`src/common/rtcsup_pkg.sv`:
```
package rtcsup_pkg;
    // ----------------------------------------------------------------
    // clocks and time figures
    // ----------------------------------------------------------------
    localparam int CLK_HZ = 100_000_000; // core clock rate
    localparam int XTAL_HZ = 32_768; // crystal rate
    localparam int WD_LONG_MS = 1750; // watchdog period, code 00
    localparam int WD_MID_MS = 750; // watchdog period, code 01
    localparam int WD_SHORT_MS = 250; // watchdog period, code 10
    localparam int WD_RST_MS = 250; // reset pulse after expiry
    localparam int PUR_MS = 250; // power-up reset time-out (100..400)
    localparam int NV_PROG_MS = 5; // typical programming time
    localparam int TRIM_STEP_PPM = 10; // digital trim step
    // derived counts, in crystal ticks or core cycles
    localparam int WD_LONG_TK = XTAL_HZ * WD_LONG_MS / 1000;
    localparam int WD_MID_TK = XTAL_HZ * WD_MID_MS / 1000;
    localparam int WD_SHORT_TK = XTAL_HZ * WD_SHORT_MS / 1000;
    localparam int WD_RST_TK = XTAL_HZ * WD_RST_MS / 1000;
    localparam int PUR_TK = XTAL_HZ * PUR_MS / 1000;
    localparam int NV_PROG_CYC = NV_PROG_MS * (CLK_HZ / 1000);
    localparam int TRIM_WIN_TK = 1_000_000 / TRIM_STEP_PPM;
    localparam int CW = 17; // width of the tick counters
    // ----------------------------------------------------------------
    // register map (byte offsets) and fields
    // ----------------------------------------------------------------
    localparam logic [7:0] A_CTRL = 8'h00; // watchdog select
    localparam logic [7:0] A_TRIM = 8'h04; // digital and analog trim
    localparam logic [7:0] A_KICK = 8'h08; // watchdog restart
    localparam logic [7:0] A_STAT = 8'h0c; // live state, read only
    localparam logic [7:0] A_ISTAT = 8'h10; // sticky events, w1c
    localparam logic [7:0] A_IMASK = 8'h14; // event mask
    localparam logic [7:0] A_NVCMD = 8'h18; // start programming cycle
    localparam int DIG_LSB = 0; // digital trim field {dir,mag[1:0]}
    localparam int ANA_LSB = 8; // analog load trim field, 6 bits
    localparam logic [1:0] WD_SEL_RST = 2'h0; // select after reset
    localparam logic [1:0] WD_SEL_MID = 2'h1;
    localparam logic [1:0] WD_SEL_SHORT = 2'h2;
    localparam logic [1:0] WD_SEL_OFF = 2'h3;
    localparam int EV_WD = 0; // event bit: watchdog expired
    localparam int EV_NV = 1; // event bit: programming done
    localparam int EV_PWR = 2; // event bit: power-up reset over
    localparam int NEV = 3; // number of event bits
endpackage : rtcsup_pkg

```
`src/common/rtcsup_tm_if.sv`:
```
`timescale 1ns/1ps
// timing signals shared by the core and its two helpers
interface rtcsup_tm_if;
    logic [2:0] trim_code; // digital trim {add_not_skip, steps}
    logic tick; // trimmed crystal tick, one cycle
    logic nv_start; // request a programming cycle
    logic nv_busy; // programming in progress
    logic nv_done; // programming finished, one cycle
    modport pre (input trim_code, output tick);
    modport nvw (input nv_start, output nv_busy, output nv_done);
    modport core (output trim_code, output nv_start,
                  input tick, input nv_busy, input nv_done);
endinterface : rtcsup_tm_if

```
`src/hw/rtcsup_prescale.sv`:
```
`timescale 1ns/1ps
// crystal tick generator with pulse add/skip rate trim
module rtcsup_prescale #(
    parameter int CLK_HZ = rtcsup_pkg::CLK_HZ,
    parameter int XTAL_HZ = rtcsup_pkg::XTAL_HZ,
    parameter int TRIM_WIN = rtcsup_pkg::TRIM_WIN_TK
) (
    // clock and reset
    input wire logic clk_i,
    input wire logic rst_i,
    // timing carrier
    rtcsup_tm_if.pre tm
);
    localparam logic [31:0] INC = 32'(XTAL_HZ);
    localparam logic [31:0] MODV = 32'(CLK_HZ);
    localparam logic [16:0] WLAST = 17'(TRIM_WIN - 1);
    logic [31:0] acc_r, acc_nxt; // phase accumulator
    logic [16:0] win_r, win_nxt; // raw ticks in the trim window
    logic [1:0] left_r, left_nxt; // corrections still due
    logic add_r, add_nxt; // extra tick owed next cycle
    logic raw; // untrimmed crystal tick
    logic skip; // drop this raw tick
    // ----------------------------------------------------------------
    // next state: one raw tick whenever the phase wraps
    // ----------------------------------------------------------------
    always_comb begin
        raw = (acc_r + INC) >= MODV;
        acc_nxt = raw ? acc_r + INC - MODV : acc_r + INC;
        win_nxt = win_r;
        left_nxt = left_r;
        add_nxt = 1'b0;
        skip = 1'b0;
        if (raw) begin
            // each window of 1e5 ticks gets |code| x 10 ppm
            if (win_r == WLAST) begin
                win_nxt = '0;
                left_nxt = tm.trim_code[1:0];
            end else begin
                win_nxt = win_r + 17'h1;
            end
            if (left_r != 2'h0) begin
                left_nxt = left_r - 2'h1;
                skip = !tm.trim_code[2];
                add_nxt = tm.trim_code[2];
            end
        end
    end
    // extra tick lands between raw ticks, which are far apart
    assign tm.tick = (raw && !skip) || add_r;
    // ----------------------------------------------------------------
    // registers; trim starts with nothing owed
    // ----------------------------------------------------------------
    always_ff @(posedge clk_i or posedge rst_i) begin
        if (rst_i) begin
            acc_r <= '0;
            win_r <= '0;
            left_r <= '0;
            add_r <= 1'b0;
        end else begin
            acc_r <= acc_nxt;
            win_r <= win_nxt;
            left_r <= left_nxt;
            add_r <= add_nxt;
        end
    end
    skip_drop_a: assert property (@(posedge clk_i) disable iff (rst_i)
        (raw && left_r != 2'h0 && !tm.trim_code[2]) |-> !tm.tick)
        else $error("owed skip did not drop the tick");
    add_pulse_a: assert property (@(posedge clk_i) disable iff (rst_i)
        (raw && left_r != 2'h0 && tm.trim_code[2]) |=> tm.tick)
        else $error("owed add did not insert a tick");
endmodule : rtcsup_prescale

```
`src/hw/rtcsup_nvwrite.sv`:
```
`timescale 1ns/1ps
// self-timed nonvolatile programming cycle
module rtcsup_nvwrite #(
    parameter int PROG_CYC = rtcsup_pkg::NV_PROG_CYC
) (
    // clock and reset
    input wire logic clk_i,
    input wire logic rst_i,
    // timing carrier
    rtcsup_tm_if.nvw tm
);
    localparam logic [23:0] LAST = 24'(PROG_CYC - 1);
    logic [23:0] cnt_r, cnt_nxt; // cycles into the program cycle
    logic busy_r, busy_nxt; // cycle running
    logic done_r, done_nxt; // end pulse
    // ----------------------------------------------------------------
    // next state: a start while busy is ignored
    // ----------------------------------------------------------------
    always_comb begin
        cnt_nxt = cnt_r;
        busy_nxt = busy_r;
        done_nxt = 1'b0;
        if (!busy_r) begin
            if (tm.nv_start) begin
                busy_nxt = 1'b1;
                cnt_nxt = '0;
            end
        end else if (cnt_r == LAST) begin
            busy_nxt = 1'b0;
            done_nxt = 1'b1;
        end else begin
            cnt_nxt = cnt_r + 24'h1;
        end
    end
    always_ff @(posedge clk_i or posedge rst_i) begin
        if (rst_i) begin
            cnt_r <= '0;
            busy_r <= 1'b0;
            done_r <= 1'b0;
        end else begin
            cnt_r <= cnt_nxt;
            busy_r <= busy_nxt;
            done_r <= done_nxt;
        end
    end
    assign tm.nv_busy = busy_r;
    assign tm.nv_done = done_r;
    prog_len_a: assert property (@(posedge clk_i) disable iff (rst_i)
        $fell(busy_r) |-> $past(cnt_r) == LAST && done_r)
        else $error("programming cycle length wrong");
    prog_start_a: assert property (@(posedge clk_i) disable iff (rst_i)
        (tm.nv_start && !busy_r) |=> busy_r && cnt_r == 24'h0)
        else $error("programming cycle did not start");
endmodule : rtcsup_nvwrite

```
`src/hw/rtcsup_top.sv`:
```
// The implementer's own choices: the register addresses and the AHB-Lite interface to the registers.
`timescale 1ns/1ps
module rtcsup_top #(
    parameter int CLK_HZ = rtcsup_pkg::CLK_HZ,
    parameter int XTAL_HZ = rtcsup_pkg::XTAL_HZ,
    parameter int WD_LONG_TK = rtcsup_pkg::WD_LONG_TK,
    parameter int WD_MID_TK = rtcsup_pkg::WD_MID_TK,
    parameter int WD_SHORT_TK = rtcsup_pkg::WD_SHORT_TK,
    parameter int WD_RST_TK = rtcsup_pkg::WD_RST_TK,
    parameter int PUR_TK = rtcsup_pkg::PUR_TK,
    parameter int TRIM_WIN = rtcsup_pkg::TRIM_WIN_TK,
    parameter int PROG_CYC = rtcsup_pkg::NV_PROG_CYC
) (
    // clock and reset
    input wire logic CORE_CLK_I,
    input wire logic RESET_I,
    // ahb-lite slave
    input wire logic HSEL_I,
    input wire logic [31:0] HADDR_I,
    input wire logic [1:0] HTRANS_I,
    input wire logic HWRITE_I,
    input wire logic [2:0] HSIZE_I,
    input wire logic [31:0] HWDATA_I,
    input wire logic HREADY_I,
    output logic [31:0] HRDATA_O,
    output logic HREADYOUT_O,
    output logic HRESP_O,
    // supervisor outputs
    output logic RST_OUT_N_O,
    output logic [5:0] ANALOG_LOAD_TRIM_O,
    output logic IRQ_O
);
    localparam int CW = rtcsup_pkg::CW;
    localparam int NEV = rtcsup_pkg::NEV;
    localparam logic [CW-1:0] L_LONG = CW'(WD_LONG_TK - 1);
    localparam logic [CW-1:0] L_MID = CW'(WD_MID_TK - 1);
    localparam logic [CW-1:0] L_SHORT = CW'(WD_SHORT_TK - 1);
    localparam logic [CW-1:0] L_RST = CW'(WD_RST_TK - 1);
    localparam logic [CW-1:0] L_PUR = CW'(PUR_TK - 1);

    typedef enum {ST_PWRUP, ST_RUN, ST_WDRST} rtcsup_state_t;

    rtcsup_tm_if tm (); // carrier to the helpers

    // ----------------------------------------------------------------
    // helpers
    // ----------------------------------------------------------------
    rtcsup_prescale #(
        .CLK_HZ(CLK_HZ),
        .XTAL_HZ(XTAL_HZ),
        .TRIM_WIN(TRIM_WIN)
    ) u_pre (
        .clk_i(CORE_CLK_I),
        .rst_i(RESET_I),
        .tm(tm.pre)
    );
    rtcsup_nvwrite #(
        .PROG_CYC(PROG_CYC)
    ) u_nv (
        .clk_i(CORE_CLK_I),
        .rst_i(RESET_I),
        .tm(tm.nvw)
    );

    // bus state
    logic wr_r, wr_nxt; // write data phase pending
    logic [7:0] wa_r, wa_nxt; // write address
    logic [31:0] rd_r, rd_nxt; // read data register
    // software registers
    logic [1:0] wsel_r, wsel_nxt; // {select_high, select_low}
    logic [2:0] dig_r, dig_nxt; // digital trim code
    logic [5:0] ana_r, ana_nxt; // analog load trim
    logic [NEV-1:0] ist_r, ist_nxt; // sticky events
    logic [NEV-1:0] imk_r, imk_nxt; // event mask
    logic dig_seen_r, dig_seen_nxt; // trim written since reset
    // supervisor state
    rtcsup_state_t st_r, st_nxt;
    logic [CW-1:0] cnt_r, cnt_nxt; // crystal ticks in this state
    logic rstn_r, rstn_nxt; // reset output, active low
    // strobes
    logic aphase; // valid address phase
    logic kick; // watchdog restart by software
    logic [NEV-1:0] ev; // event pulses this cycle
    logic [CW-1:0] wd_lim; // current watchdog limit
    logic [NEV-1:0] w1c; // bits cleared by software

    // ----------------------------------------------------------------
    // bus decode and register next values
    // ----------------------------------------------------------------
    always_comb begin
        aphase = HSEL_I && HREADY_I && HTRANS_I[1];
        wr_nxt = aphase && HWRITE_I;
        wa_nxt = aphase ? HADDR_I[7:0] : wa_r;
        wsel_nxt = wsel_r;
        dig_nxt = dig_r;
        ana_nxt = ana_r;
        imk_nxt = imk_r;
        dig_seen_nxt = dig_seen_r;
        kick = 1'b0;
        w1c = '0;
        tm.nv_start = 1'b0;
        if (wr_r) begin
            case (wa_r)
                rtcsup_pkg::A_CTRL: begin
                    wsel_nxt = HWDATA_I[1:0];
                    kick = 1'b1; // new period starts from zero
                end
                rtcsup_pkg::A_TRIM: begin
                    dig_nxt = HWDATA_I[rtcsup_pkg::DIG_LSB +: 3];
                    ana_nxt = HWDATA_I[rtcsup_pkg::ANA_LSB +: 6];
                    dig_seen_nxt = 1'b1;
                end
                rtcsup_pkg::A_KICK: kick = HWDATA_I[0];
                rtcsup_pkg::A_ISTAT: w1c = HWDATA_I[NEV-1:0];
                rtcsup_pkg::A_IMASK: imk_nxt = HWDATA_I[NEV-1:0];
                // a start while busy is dropped; host polls busy
                rtcsup_pkg::A_NVCMD: tm.nv_start = HWDATA_I[0];
                default: ; // unmapped or read-only: ignored
            endcase
        end
        // a new event beats a clear in the same cycle
        ist_nxt = (ist_r & ~w1c) | ev;
        rd_nxt = rd_r;
        if (aphase && !HWRITE_I) begin
            case (HADDR_I[7:0])
                rtcsup_pkg::A_CTRL: rd_nxt = {30'h0, wsel_r};
                rtcsup_pkg::A_TRIM: rd_nxt = {18'h0, ana_r, 5'h0, dig_r};
                rtcsup_pkg::A_STAT: rd_nxt = {28'h0, st_r == ST_RUN,
                    tm.nv_busy, st_r == ST_PWRUP, !rstn_r};
                rtcsup_pkg::A_ISTAT: rd_nxt = {29'h0, ist_r};
                rtcsup_pkg::A_IMASK: rd_nxt = {29'h0, imk_r};
                default: rd_nxt = 32'h0;
            endcase
        end
    end

    always_ff @(posedge CORE_CLK_I or posedge RESET_I) begin
        if (RESET_I) begin
            wr_r <= 1'b0;
            wa_r <= '0;
            rd_r <= '0;
            wsel_r <= rtcsup_pkg::WD_SEL_RST;
            dig_r <= '0;
            ana_r <= '0;
            ist_r <= '0;
            imk_r <= '0;
            dig_seen_r <= 1'b0;
        end else begin
            wr_r <= wr_nxt;
            wa_r <= wa_nxt;
            rd_r <= rd_nxt;
            wsel_r <= wsel_nxt;
            dig_r <= dig_nxt;
            ana_r <= ana_nxt;
            ist_r <= ist_nxt;
            imk_r <= imk_nxt;
            dig_seen_r <= dig_seen_nxt;
        end
    end

    assign tm.trim_code = dig_r;
    assign HRDATA_O = rd_r;
    assign HREADYOUT_O = 1'b1; // zero wait states
    assign HRESP_O = 1'b0; // always okay
    assign ANALOG_LOAD_TRIM_O = ana_r;
    assign IRQ_O = |(ist_r & imk_r);

    // ----------------------------------------------------------------
    // supervisor: power-up time-out, watchdog, reset pulse
    // ----------------------------------------------------------------
    always_comb begin
        case (wsel_r)
            rtcsup_pkg::WD_SEL_MID: wd_lim = L_MID;
            rtcsup_pkg::WD_SEL_SHORT: wd_lim = L_SHORT;
            default: wd_lim = L_LONG;
        endcase
        st_nxt = st_r;
        cnt_nxt = cnt_r;
        ev = '0;
        ev[rtcsup_pkg::EV_NV] = tm.nv_done;
        case (st_r)
            ST_PWRUP: begin
                if (tm.tick) begin
                    if (cnt_r == L_PUR) begin
                        st_nxt = ST_RUN;
                        cnt_nxt = '0;
                        ev[rtcsup_pkg::EV_PWR] = 1'b1;
                    end else begin
                        cnt_nxt = cnt_r + 1'b1;
                    end
                end
            end
            ST_RUN: begin
                // disabled code holds the count at zero
                if (kick || wsel_r == rtcsup_pkg::WD_SEL_OFF) begin
                    cnt_nxt = '0;
                end else if (tm.tick) begin
                    if (cnt_r == wd_lim) begin
                        st_nxt = ST_WDRST;
                        cnt_nxt = '0;
                        ev[rtcsup_pkg::EV_WD] = 1'b1;
                    end else begin
                        cnt_nxt = cnt_r + 1'b1;
                    end
                end
            end
            ST_WDRST: begin
                if (tm.tick) begin
                    if (cnt_r == L_RST) begin
                        st_nxt = ST_RUN;
                        cnt_nxt = '0;
                    end else begin
                        cnt_nxt = cnt_r + 1'b1;
                    end
                end
            end
            default: begin
                st_nxt = ST_PWRUP;
                cnt_nxt = '0;
            end
        endcase
        rstn_nxt = (st_nxt == ST_RUN);
    end

    // reset output is registered so it never glitches
    always_ff @(posedge CORE_CLK_I or posedge RESET_I) begin
        if (RESET_I) begin
            st_r <= ST_PWRUP;
            cnt_r <= '0;
            rstn_r <= 1'b0;
        end else begin
            st_r <= st_nxt;
            cnt_r <= cnt_nxt;
            rstn_r <= rstn_nxt;
        end
    end
    assign RST_OUT_N_O = rstn_r;

    // ----------------------------------------------------------------
    // checks
    // ----------------------------------------------------------------
    wd_expire_a: assert property (@(posedge CORE_CLK_I)
        disable iff (RESET_I)
        (st_r == ST_RUN && tm.tick && cnt_r == wd_lim && !kick &&
         wsel_r != rtcsup_pkg::WD_SEL_OFF) |=> !RST_OUT_N_O)
        else $error("watchdog expiry did not assert reset");
    wd_release_a: assert property (@(posedge CORE_CLK_I)
        disable iff (RESET_I)
        $rose(RST_OUT_N_O) |-> $past(cnt_r) == L_RST ||
        $past(cnt_r) == L_PUR)
        else $error("reset released before its time-out");
    pwr_hold_a: assert property (@(posedge CORE_CLK_I)
        disable iff (RESET_I)
        (st_r == ST_PWRUP && !(tm.tick && cnt_r == L_PUR))
        |=> !RST_OUT_N_O)
        else $error("power-up reset released early");
    wd_off_a: assert property (@(posedge CORE_CLK_I)
        disable iff (RESET_I)
        (st_r == ST_RUN && wsel_r == rtcsup_pkg::WD_SEL_OFF)
        |=> st_r == ST_RUN)
        else $error("disabled watchdog fired");
    trim_zero_a: assert property (@(posedge CORE_CLK_I)
        disable iff (RESET_I)
        !dig_seen_r |-> tm.trim_code == 3'h0)
        else $error("digital trim not zero after reset");
    ana_load_a: assert property (@(posedge CORE_CLK_I)
        disable iff (RESET_I)
        (wr_r && wa_r == rtcsup_pkg::A_TRIM) |=>
        ANALOG_LOAD_TRIM_O == $past(HWDATA_I[rtcsup_pkg::ANA_LSB +: 6]))
        else $error("analog load trim not taken");
endmodule : rtcsup_top

```
`config.mk`:
```
export PLATFORM = sky130hd
export DESIGN_NAME = rtcsup_top
export DESIGN_NICKNAME = d
export VERILOG_FILES = /design/src/common/rtcsup_pkg.sv /design/src/common/rtcsup_tm_if.sv /design/src/hw/rtcsup_prescale.sv /design/src/hw/rtcsup_nvwrite.sv /design/src/hw/rtcsup_top.sv
export SDC_FILE = /design/constraint.sdc
export NUM_CORES = 1
export LEC_CHECK = 0
export BUFFER_PORTS_ARGS = -buffer_cell sky130_fd_sc_hd__buf_2
export CORE_UTILIZATION = 25
export CTS_CLUSTER_DIAMETER = 50
export DETAILED_ROUTE_END_ITERATION = 16
export PLACE_DENSITY = 0.47
export SKIP_LAST_GASP = 1
export SYNTH_ARGS = -nofsm -noshare
export SYNTH_HDL_FRONTEND = slang
export SYNTH_SLANG_ARGS = --single-unit
```
`constraint.sdc`:
```
create_clock -name CORE_CLK_I -period 9.5 [get_ports CORE_CLK_I]
set_input_delay 0.95 -clock CORE_CLK_I [delete_from_list [all_inputs] [get_ports CORE_CLK_I]]
set_output_delay 0.95 -clock CORE_CLK_I [all_outputs]
set_load 0.05 [all_outputs]
```
# Yosys cells after proc, flatten, opt, wreduce, memory -nomap -nowiden
# Index checks and enable logic that the tools add are counted.
[classes]
add_sub_neg = 6
order_cmp = 1
n_eq_ne = 23
n_mux = 43
bitwise = 4
reduce_logical = 26
[ops]
columns = ["cell", "count"]
rows = [
  ["2-to-1 mux 32 bit", 6],
  ["2-to-1 mux 17 bit", 6],
  ["== test 32 x 2 -> 1 bit, second input constant", 3],
  ["2-to-1 mux 24 bit", 3],
  ["case mux 14 bit (5 select lines)", 1],
  ["zero test 32 bit", 2],
  ["case mux 32 bit (2 select lines)", 1],
  ["== test 8 x 5 -> 1 bit, second input constant", 5],
  ["adder 17 x 1 -> 17 bit, second input constant", 2],
  ["case mux 17 bit (2 select lines)", 1],
  ["adder 32 x 16 -> 32 bit, second input constant", 1],
  ["== test 32 x 1 -> 1 bit, second input constant", 1],
  [">= comparator 32 x 27 -> 1 bit, second input constant", 1],
  ["case mux 16 bit (2 select lines)", 1],
  ["subtractor 32 x 27 -> 32 bit, second input constant", 1],
  ["adder 24 x 1 -> 24 bit, second input constant", 1],
  ["== test 24 x 19 -> 1 bit, second input constant", 1],
  ["2-to-1 mux 1 bit", 19],
  ["== test 17 x 13 -> 1 bit, second input constant", 1],
  ["== test 17 bit", 1],
  ["== test 17 bit, second input constant", 1],
  ["== test 8 x 3 -> 1 bit, second input constant", 2],
  ["== test 8 x 4 -> 1 bit, second input constant", 2],
  ["zero test 8 bit", 2],
  ["19 further kinds", 38],
]
[totals]
register_bits = 186
inputBits = 74
out_inout_bits = 42
elab_cells = 121

# Longest topological paths before layout
[depth]
word_depth = 10
mapped_depth = 14
ltp_nobuf = 10

# By module
# Synthesis repeated with hierarchy kept, for this count alone.
[unflattened]
hier_cells = 830
area_unflattened_um2 = 8350.5
[modules_own_cells]
columns = ["mod", "instances", "cells_per_inst", "area_each_um2", "seq_area_each_um2"]
rows = [
  ["rtcsup_top", 1, 345, 3834.9, 2152.1],
  ["rtcsup_prescale", 1, 305, 2901.5, 1101.1],
  ["rtcsup_nvwrite", 1, 180, 1614.0, 650.6],
]

# Least setup slack after synthesis
# Ideal clock, no wire load.
[synth_path]
path_type = "reg-to-reg"
from = "register u_pre.acc_r[15]"
to = "register st_r[1]"
arrival_ns = 2.655
required_time_ns = 9.418
path_slack_ns = 6.763
path_stages_with_launch = 13
n_path_buf = 2
period_less_slack_ns = 2.737
cell_sequence = "dfrtp_1 -> buf_2 -> inv_1 -> ha_1 -> nor4bb_1 -> o21a_1 -> o32ai_2 -> nor4_2 -> nand4bb_1 -> buf_6 -> a21oi_2 -> or4_1 -> a21oi_1"
[synth_between]
elab_chain_len = 9
elab_cells_between_ends = 10
cone_classes = "add/sub (1); order compare (1); mux (5); reduce/logical (3)"
[synth_rtl]
columns = ["item", "line_no", "rtl"]
rows = [
  ["start, declared", "rtcsup_prescale.sv:17", "logic [31:0] acc_r, acc_nxt;"],
  ["start signal, assigned", "rtcsup_prescale.sv:60", "acc_r <= acc_nxt;"],
  ["adder 32 x 16 -> 32 bit *", "rtcsup_prescale.sv:27", "raw = (acc_r + INC) >= MODV;"],
  [">= comparator 32 x 27 -> 1 bit *", "rtcsup_prescale.sv:27", ""],
  ["2-to-1 mux 1 bit", "rtcsup_prescale.sv:33", "if (raw) begin"],
  ["zero test 1 bit", "rtcsup_prescale.sv:49", "assign tm.tick = (raw && !skip) || add_r;"],
  ["logical AND 1 bit *", "rtcsup_prescale.sv:49", ""],
  ["logical OR 1 bit *", "rtcsup_prescale.sv:49", ""],
  ["2-to-1 mux 32 bit", "rtcsup_top.sv:197", "end else if (tm.tick) begin"],
  ["2-to-1 mux 32 bit", "rtcsup_top.sv:195", "if (kick || wsel_r == rtcsup_pkg::WD_SEL_OFF) begin"],
  ["case mux 32 bit (2 select lines) *", "rtcsup_top.sv:181", "case (st_r)"],
  ["net st_nxt[1]", "rtcsup_top.sv:77", "rtcsup_state_t st_r, st_nxt;"],
  ["end signal, assigned", "rtcsup_top.sv:232", "st_r <= st_nxt;"],
  ["end, declared", "rtcsup_top.sv:77", ""],
]
# The timed path passes the listed nets; every way through them passes the cells marked *.
# A chain may end at the register's enable or synchronous reset.

# Worst setup path after layout
[layout_path]
from = "register u_pre.acc_r[15]"
to = "register cnt_r[0]"
[layout_between]
elab_chain_len = 8
elab_cells_between_ends = 9
cone_classes = "add/sub (1); order compare (1); eq/ne (2); mux (1); reduce/logical (4)"
[layout_rtl]
columns = ["item", "line_no", "rtl"]
rows = [
  ["adder 32 x 16 -> 32 bit *", "rtcsup_prescale.sv:27", ""],
  [">= comparator 32 x 27 -> 1 bit *", "rtcsup_prescale.sv:27", ""],
  ["2-to-1 mux 1 bit", "rtcsup_prescale.sv:33", ""],
  ["zero test 1 bit", "rtcsup_prescale.sv:49", ""],
  ["logical AND 1 bit *", "rtcsup_prescale.sv:49", ""],
  ["logical OR 1 bit *", "rtcsup_prescale.sv:49", ""],
  ["!= test 3 bit (no line) or != test 2 x 1 -> 1 bit (tied branches)", "-", ""],
  ["AND reduction 2 bit (no line) *", "-", ""],
  ["end signal, assigned", "rtcsup_top.sv:233", "cnt_r <= cnt_nxt;"],
  ["end, declared", "rtcsup_top.sv:78", "logic [CW-1:0] cnt_r, cnt_nxt;"],
]
# Mark *: on every way between the ends. The rest lies on a longest branch, timed or not.

==> flow_metrics.tcl <==
set metrics [dict create \
    status "completed" \
    grt_pass1_wl_um 27000 \
    placed_cell_area_mm2 0.00830 \
    detailedRoute.firstPassIterationCount 4 \
    grt-ovfl-total 0 \
    cp_top_family "simple AND/OR/NAND/NOR gates" \
    syn_avg_cell_area_um2 10.3 \
    maxSlewViolCount 0 \
    coreArea_mm2 0.0300 \
    vias_per_cell 4.43 \
    relSlewSlack_pct 33.7 \
    dp_slack_ps 5670 \
    final_area_mm2 0.00899 \
    n_fill_cell 3126 \
    num_rows 63 \
    clock_latency_ps 430 \
    power_density_mw_per_mm2 177 \
    vias 5418 \
    grt_usage_pct 10.8 \
    start_util_pct 25.7 \
    max_stage_delay_ps 810 \
    rsz0062_at_grt "no" \
    clkTransAtPathRegs_ps 70 \
    yosys_warnings 0 \
    min_period_ps 3840 \
    hold_violations 0 \
    hold_path_class "flip-flop to flip-flop" \
    worstSetupPathType "flip-flop to flip-flop" \
    end_kind "flip-flop" \
    power_leakage_uw 0.00394 \
    setup_violations 0 \
    period_share_pct 40.4 \
    layout.area.seq_mm2 0.00390 \
    synth_area_leaders "dfrtp_1 51%, xnor2_1 4.0%, nand2_1 3.6%" \
    port_buffers 40 \
    grt_antenna_before_repair 0 \
    yosysTopAreaCell "dfrtp_1" \
    cp.depth 9 \
    cp_max_fo 22 \
    initialDrtViolationCount 321 \
    start_kind "flip-flop" \
    die_area_mm2 0.0315 \
    synth_most_common_cell "dfrtp_1" \
    synth_top_area_share_pct 50.7 \
    cp_num_buf_inv 0 \
    setup_ws_ps 5660 \
    ctsHoldBuffers 0 \
    tightestPinTransition_ps 995 \
    area_delta_synth_final_pct 16.7 \
    ys_types 75 \
    root_buffer "clkbuf_16" \
    wl_met2_um 7390 \
    crit_path_cell_trace "ha_1, nand3_1, nor3_1, nand3_1, xor2_1, nand4bb_1, a211oi_4, nand2b_2, o21ai_0" \
    final_nets 901 \
    ant_nets 0 \
    finClkSkew_ps 14.4 \
    required_ps 9790 \
    placed_cells 1189 \
    highest_layer "met4" \
    cts_tree "done" \
    io_pins 116 \
    vdd_drop_max_uv 97.8 \
    cts_buffer_depth 2 \
    place.gp.congestion 0.730 \
    cts_inserted_buffers 17 \
    synth_edf_count 0 \
    layout.cells.non_filler 1222 \
    wl_met3_um 457 \
    ys_ff_latch 156 \
    drive_gt1_share_pct 14.4 \
    postCtsSetupRepairBufs 0 \
    first_global_vias 5304 \
    hpwl_um 10900 \
    htreeDepth 4 \
    grt_max_degree 83 \
    min_path_cells 1 \
    avgRoutedWirePerCell_um 13.1 \
    wl_um 16000 \
    clock_sinks 156 \
    seq_area_frac_synth_pct 50.7 \
    fmax_mhz 261 \
    cts_resized 0 \
    synth_area_mm2 0.00770 \
    cp_common_cell "nand3_1" \
    setup_tns_ps 0 \
    drc 0 \
    m1WireLength_um 8050 \
    multi_input_area_mm2 0.00359 \
    postSynthCellCount 751 \
    synthFlopType "dfrtp_1" \
    synth_common_cells "156 x dfrtp_1, 74 x nand2_1, 62 x nor2_1, 43 x nand3_1, 35 x xnor2_1" \
    timing.max_cap.violations 0 \
    die_h_um 178 \
    worstPathArrival_ps 4130 \
    async_flop_share_pct 100 \
    die_width_um 178 \
    rr_worst_depth 9 \
    cp_slowest_cell "a211oi_4" \
]
## worst reg2reg max path: cells and delay by family (launching register included)
family                   cells  cell delay [ps]
flip-flops                   1              520
adder cells (fa/ha/maj)      1              340
AO/OA/AOI/OAI                2              940
AND/OR/NAND/NOR              5             1610
XOR/XNOR                     1              290
## routing by layer
layer / GRT usage, % / vias to the layer above
met5: 0 / -
met1: 14.8 / 2625
met2: 16.8 / 63
met4: 2.78 / 0
li1: - / 2723
met3: 2.63 / 7
## area by class of cell
cell class | count | share of cell area, %
repair buffers | 43 | 2.48
diodes | 1 | 0.0278
inverters | 23 | 1.02
clock buffers | 19 | 5.04
clock inverters | 13 | 2.62
well taps | 390 | 5.43
flip-flops and latches | 156 | 43.4
multi-input cells | 577 | 40.0
## flip-flops by register name (all words and copies together), names as in the netlist, 6 cells and up
| signal | cells |
|---|---|
| ANALOG_LOAD_TRIM_O | 6 |
| st_r | 32 |
| cnt_r | 17 |
| wa_r | 8 |
| HRDATA_O | 10 |
| u_pre.win_r | 17 |
| u_pre.acc_r | 24 |
| u_nv.cnt_r | 24 |
## layout by cell type, fill, tap and decap left out, types with 22 or more instances in the layout
master	synthesis	final
buf_2	5	40
conb_1	2	54
dfrtp_1	156	156
inv_1	23	22
mux2_2	24	24
nand2_1	74	74
nand3_1	43	43
nor2_1	62	62
nor3_1	23	23
o21ai_0	31	31
xnor2_1	35	35
xor2_1	29	29
## per-stage QoR
step / util (%) / hold WS, ps / total power, uW
after floorplan: - / 404 / 798
after global placement: 27.7 / 420 / 816
after detailed placement: 27.7 / 429 / 817
after CTS: 30.0 / 444 / 1620
after global routing: 30.0 / 453 / 1660
final: 30.0 / 432 / 1590
## report_power, final
part / leakage (uW) / total [uW] / internal (uW) / switching, uW
Sequential: 0.00205 / 712 / 691 / 21.1
Clock: 0.000331 / 790 / 510 / 280
Combinational: 0.00156 / 91.9 / 26.2 / 65.7
## final timing paths
path                       slack (ps)                        end                 startpoint
max                              5660       cnt_r[0]$_DFFE_PP0P_  u_pre.acc_r[15]$_DFF_PP0_
min                               430         ist_r[1]$_DFF_PP0_  u_nv.tm.nv_done$_DFF_PP0_
max reg2reg                      5660       cnt_r[0]$_DFFE_PP0P_  u_pre.acc_r[15]$_DFF_PP0_
min reg2reg                       430         ist_r[1]$_DFF_PP0_  u_nv.tm.nv_done$_DFF_PP0_
max in group asynchronous        7310   HRDATA_O[10]$_DFFE_PP0P_                    RESET_I
min in group asynchronous         650  u_pre.acc_r[17]$_DFF_PP0_                    RESET_I
## kinds of logic (layout without fill, tap and decap cells)
logic type | Yosys count | after routing | share of synthesized area [%]
compound gates | 111 | 111 | 9.84
xor+xnor | 64 | 64 | 7.28
buf+inv | 70 | 98 | 5.25
fa+ha+maj | 9 | 9 | 1.46
other cells | 2 | 55 | 0.0975
mux | 31 | 31 | 4.42
simple gates | 308 | 308 | 21.0
flops | 156 | 156 | 50.7
Power figures use the tool's default switching activity.
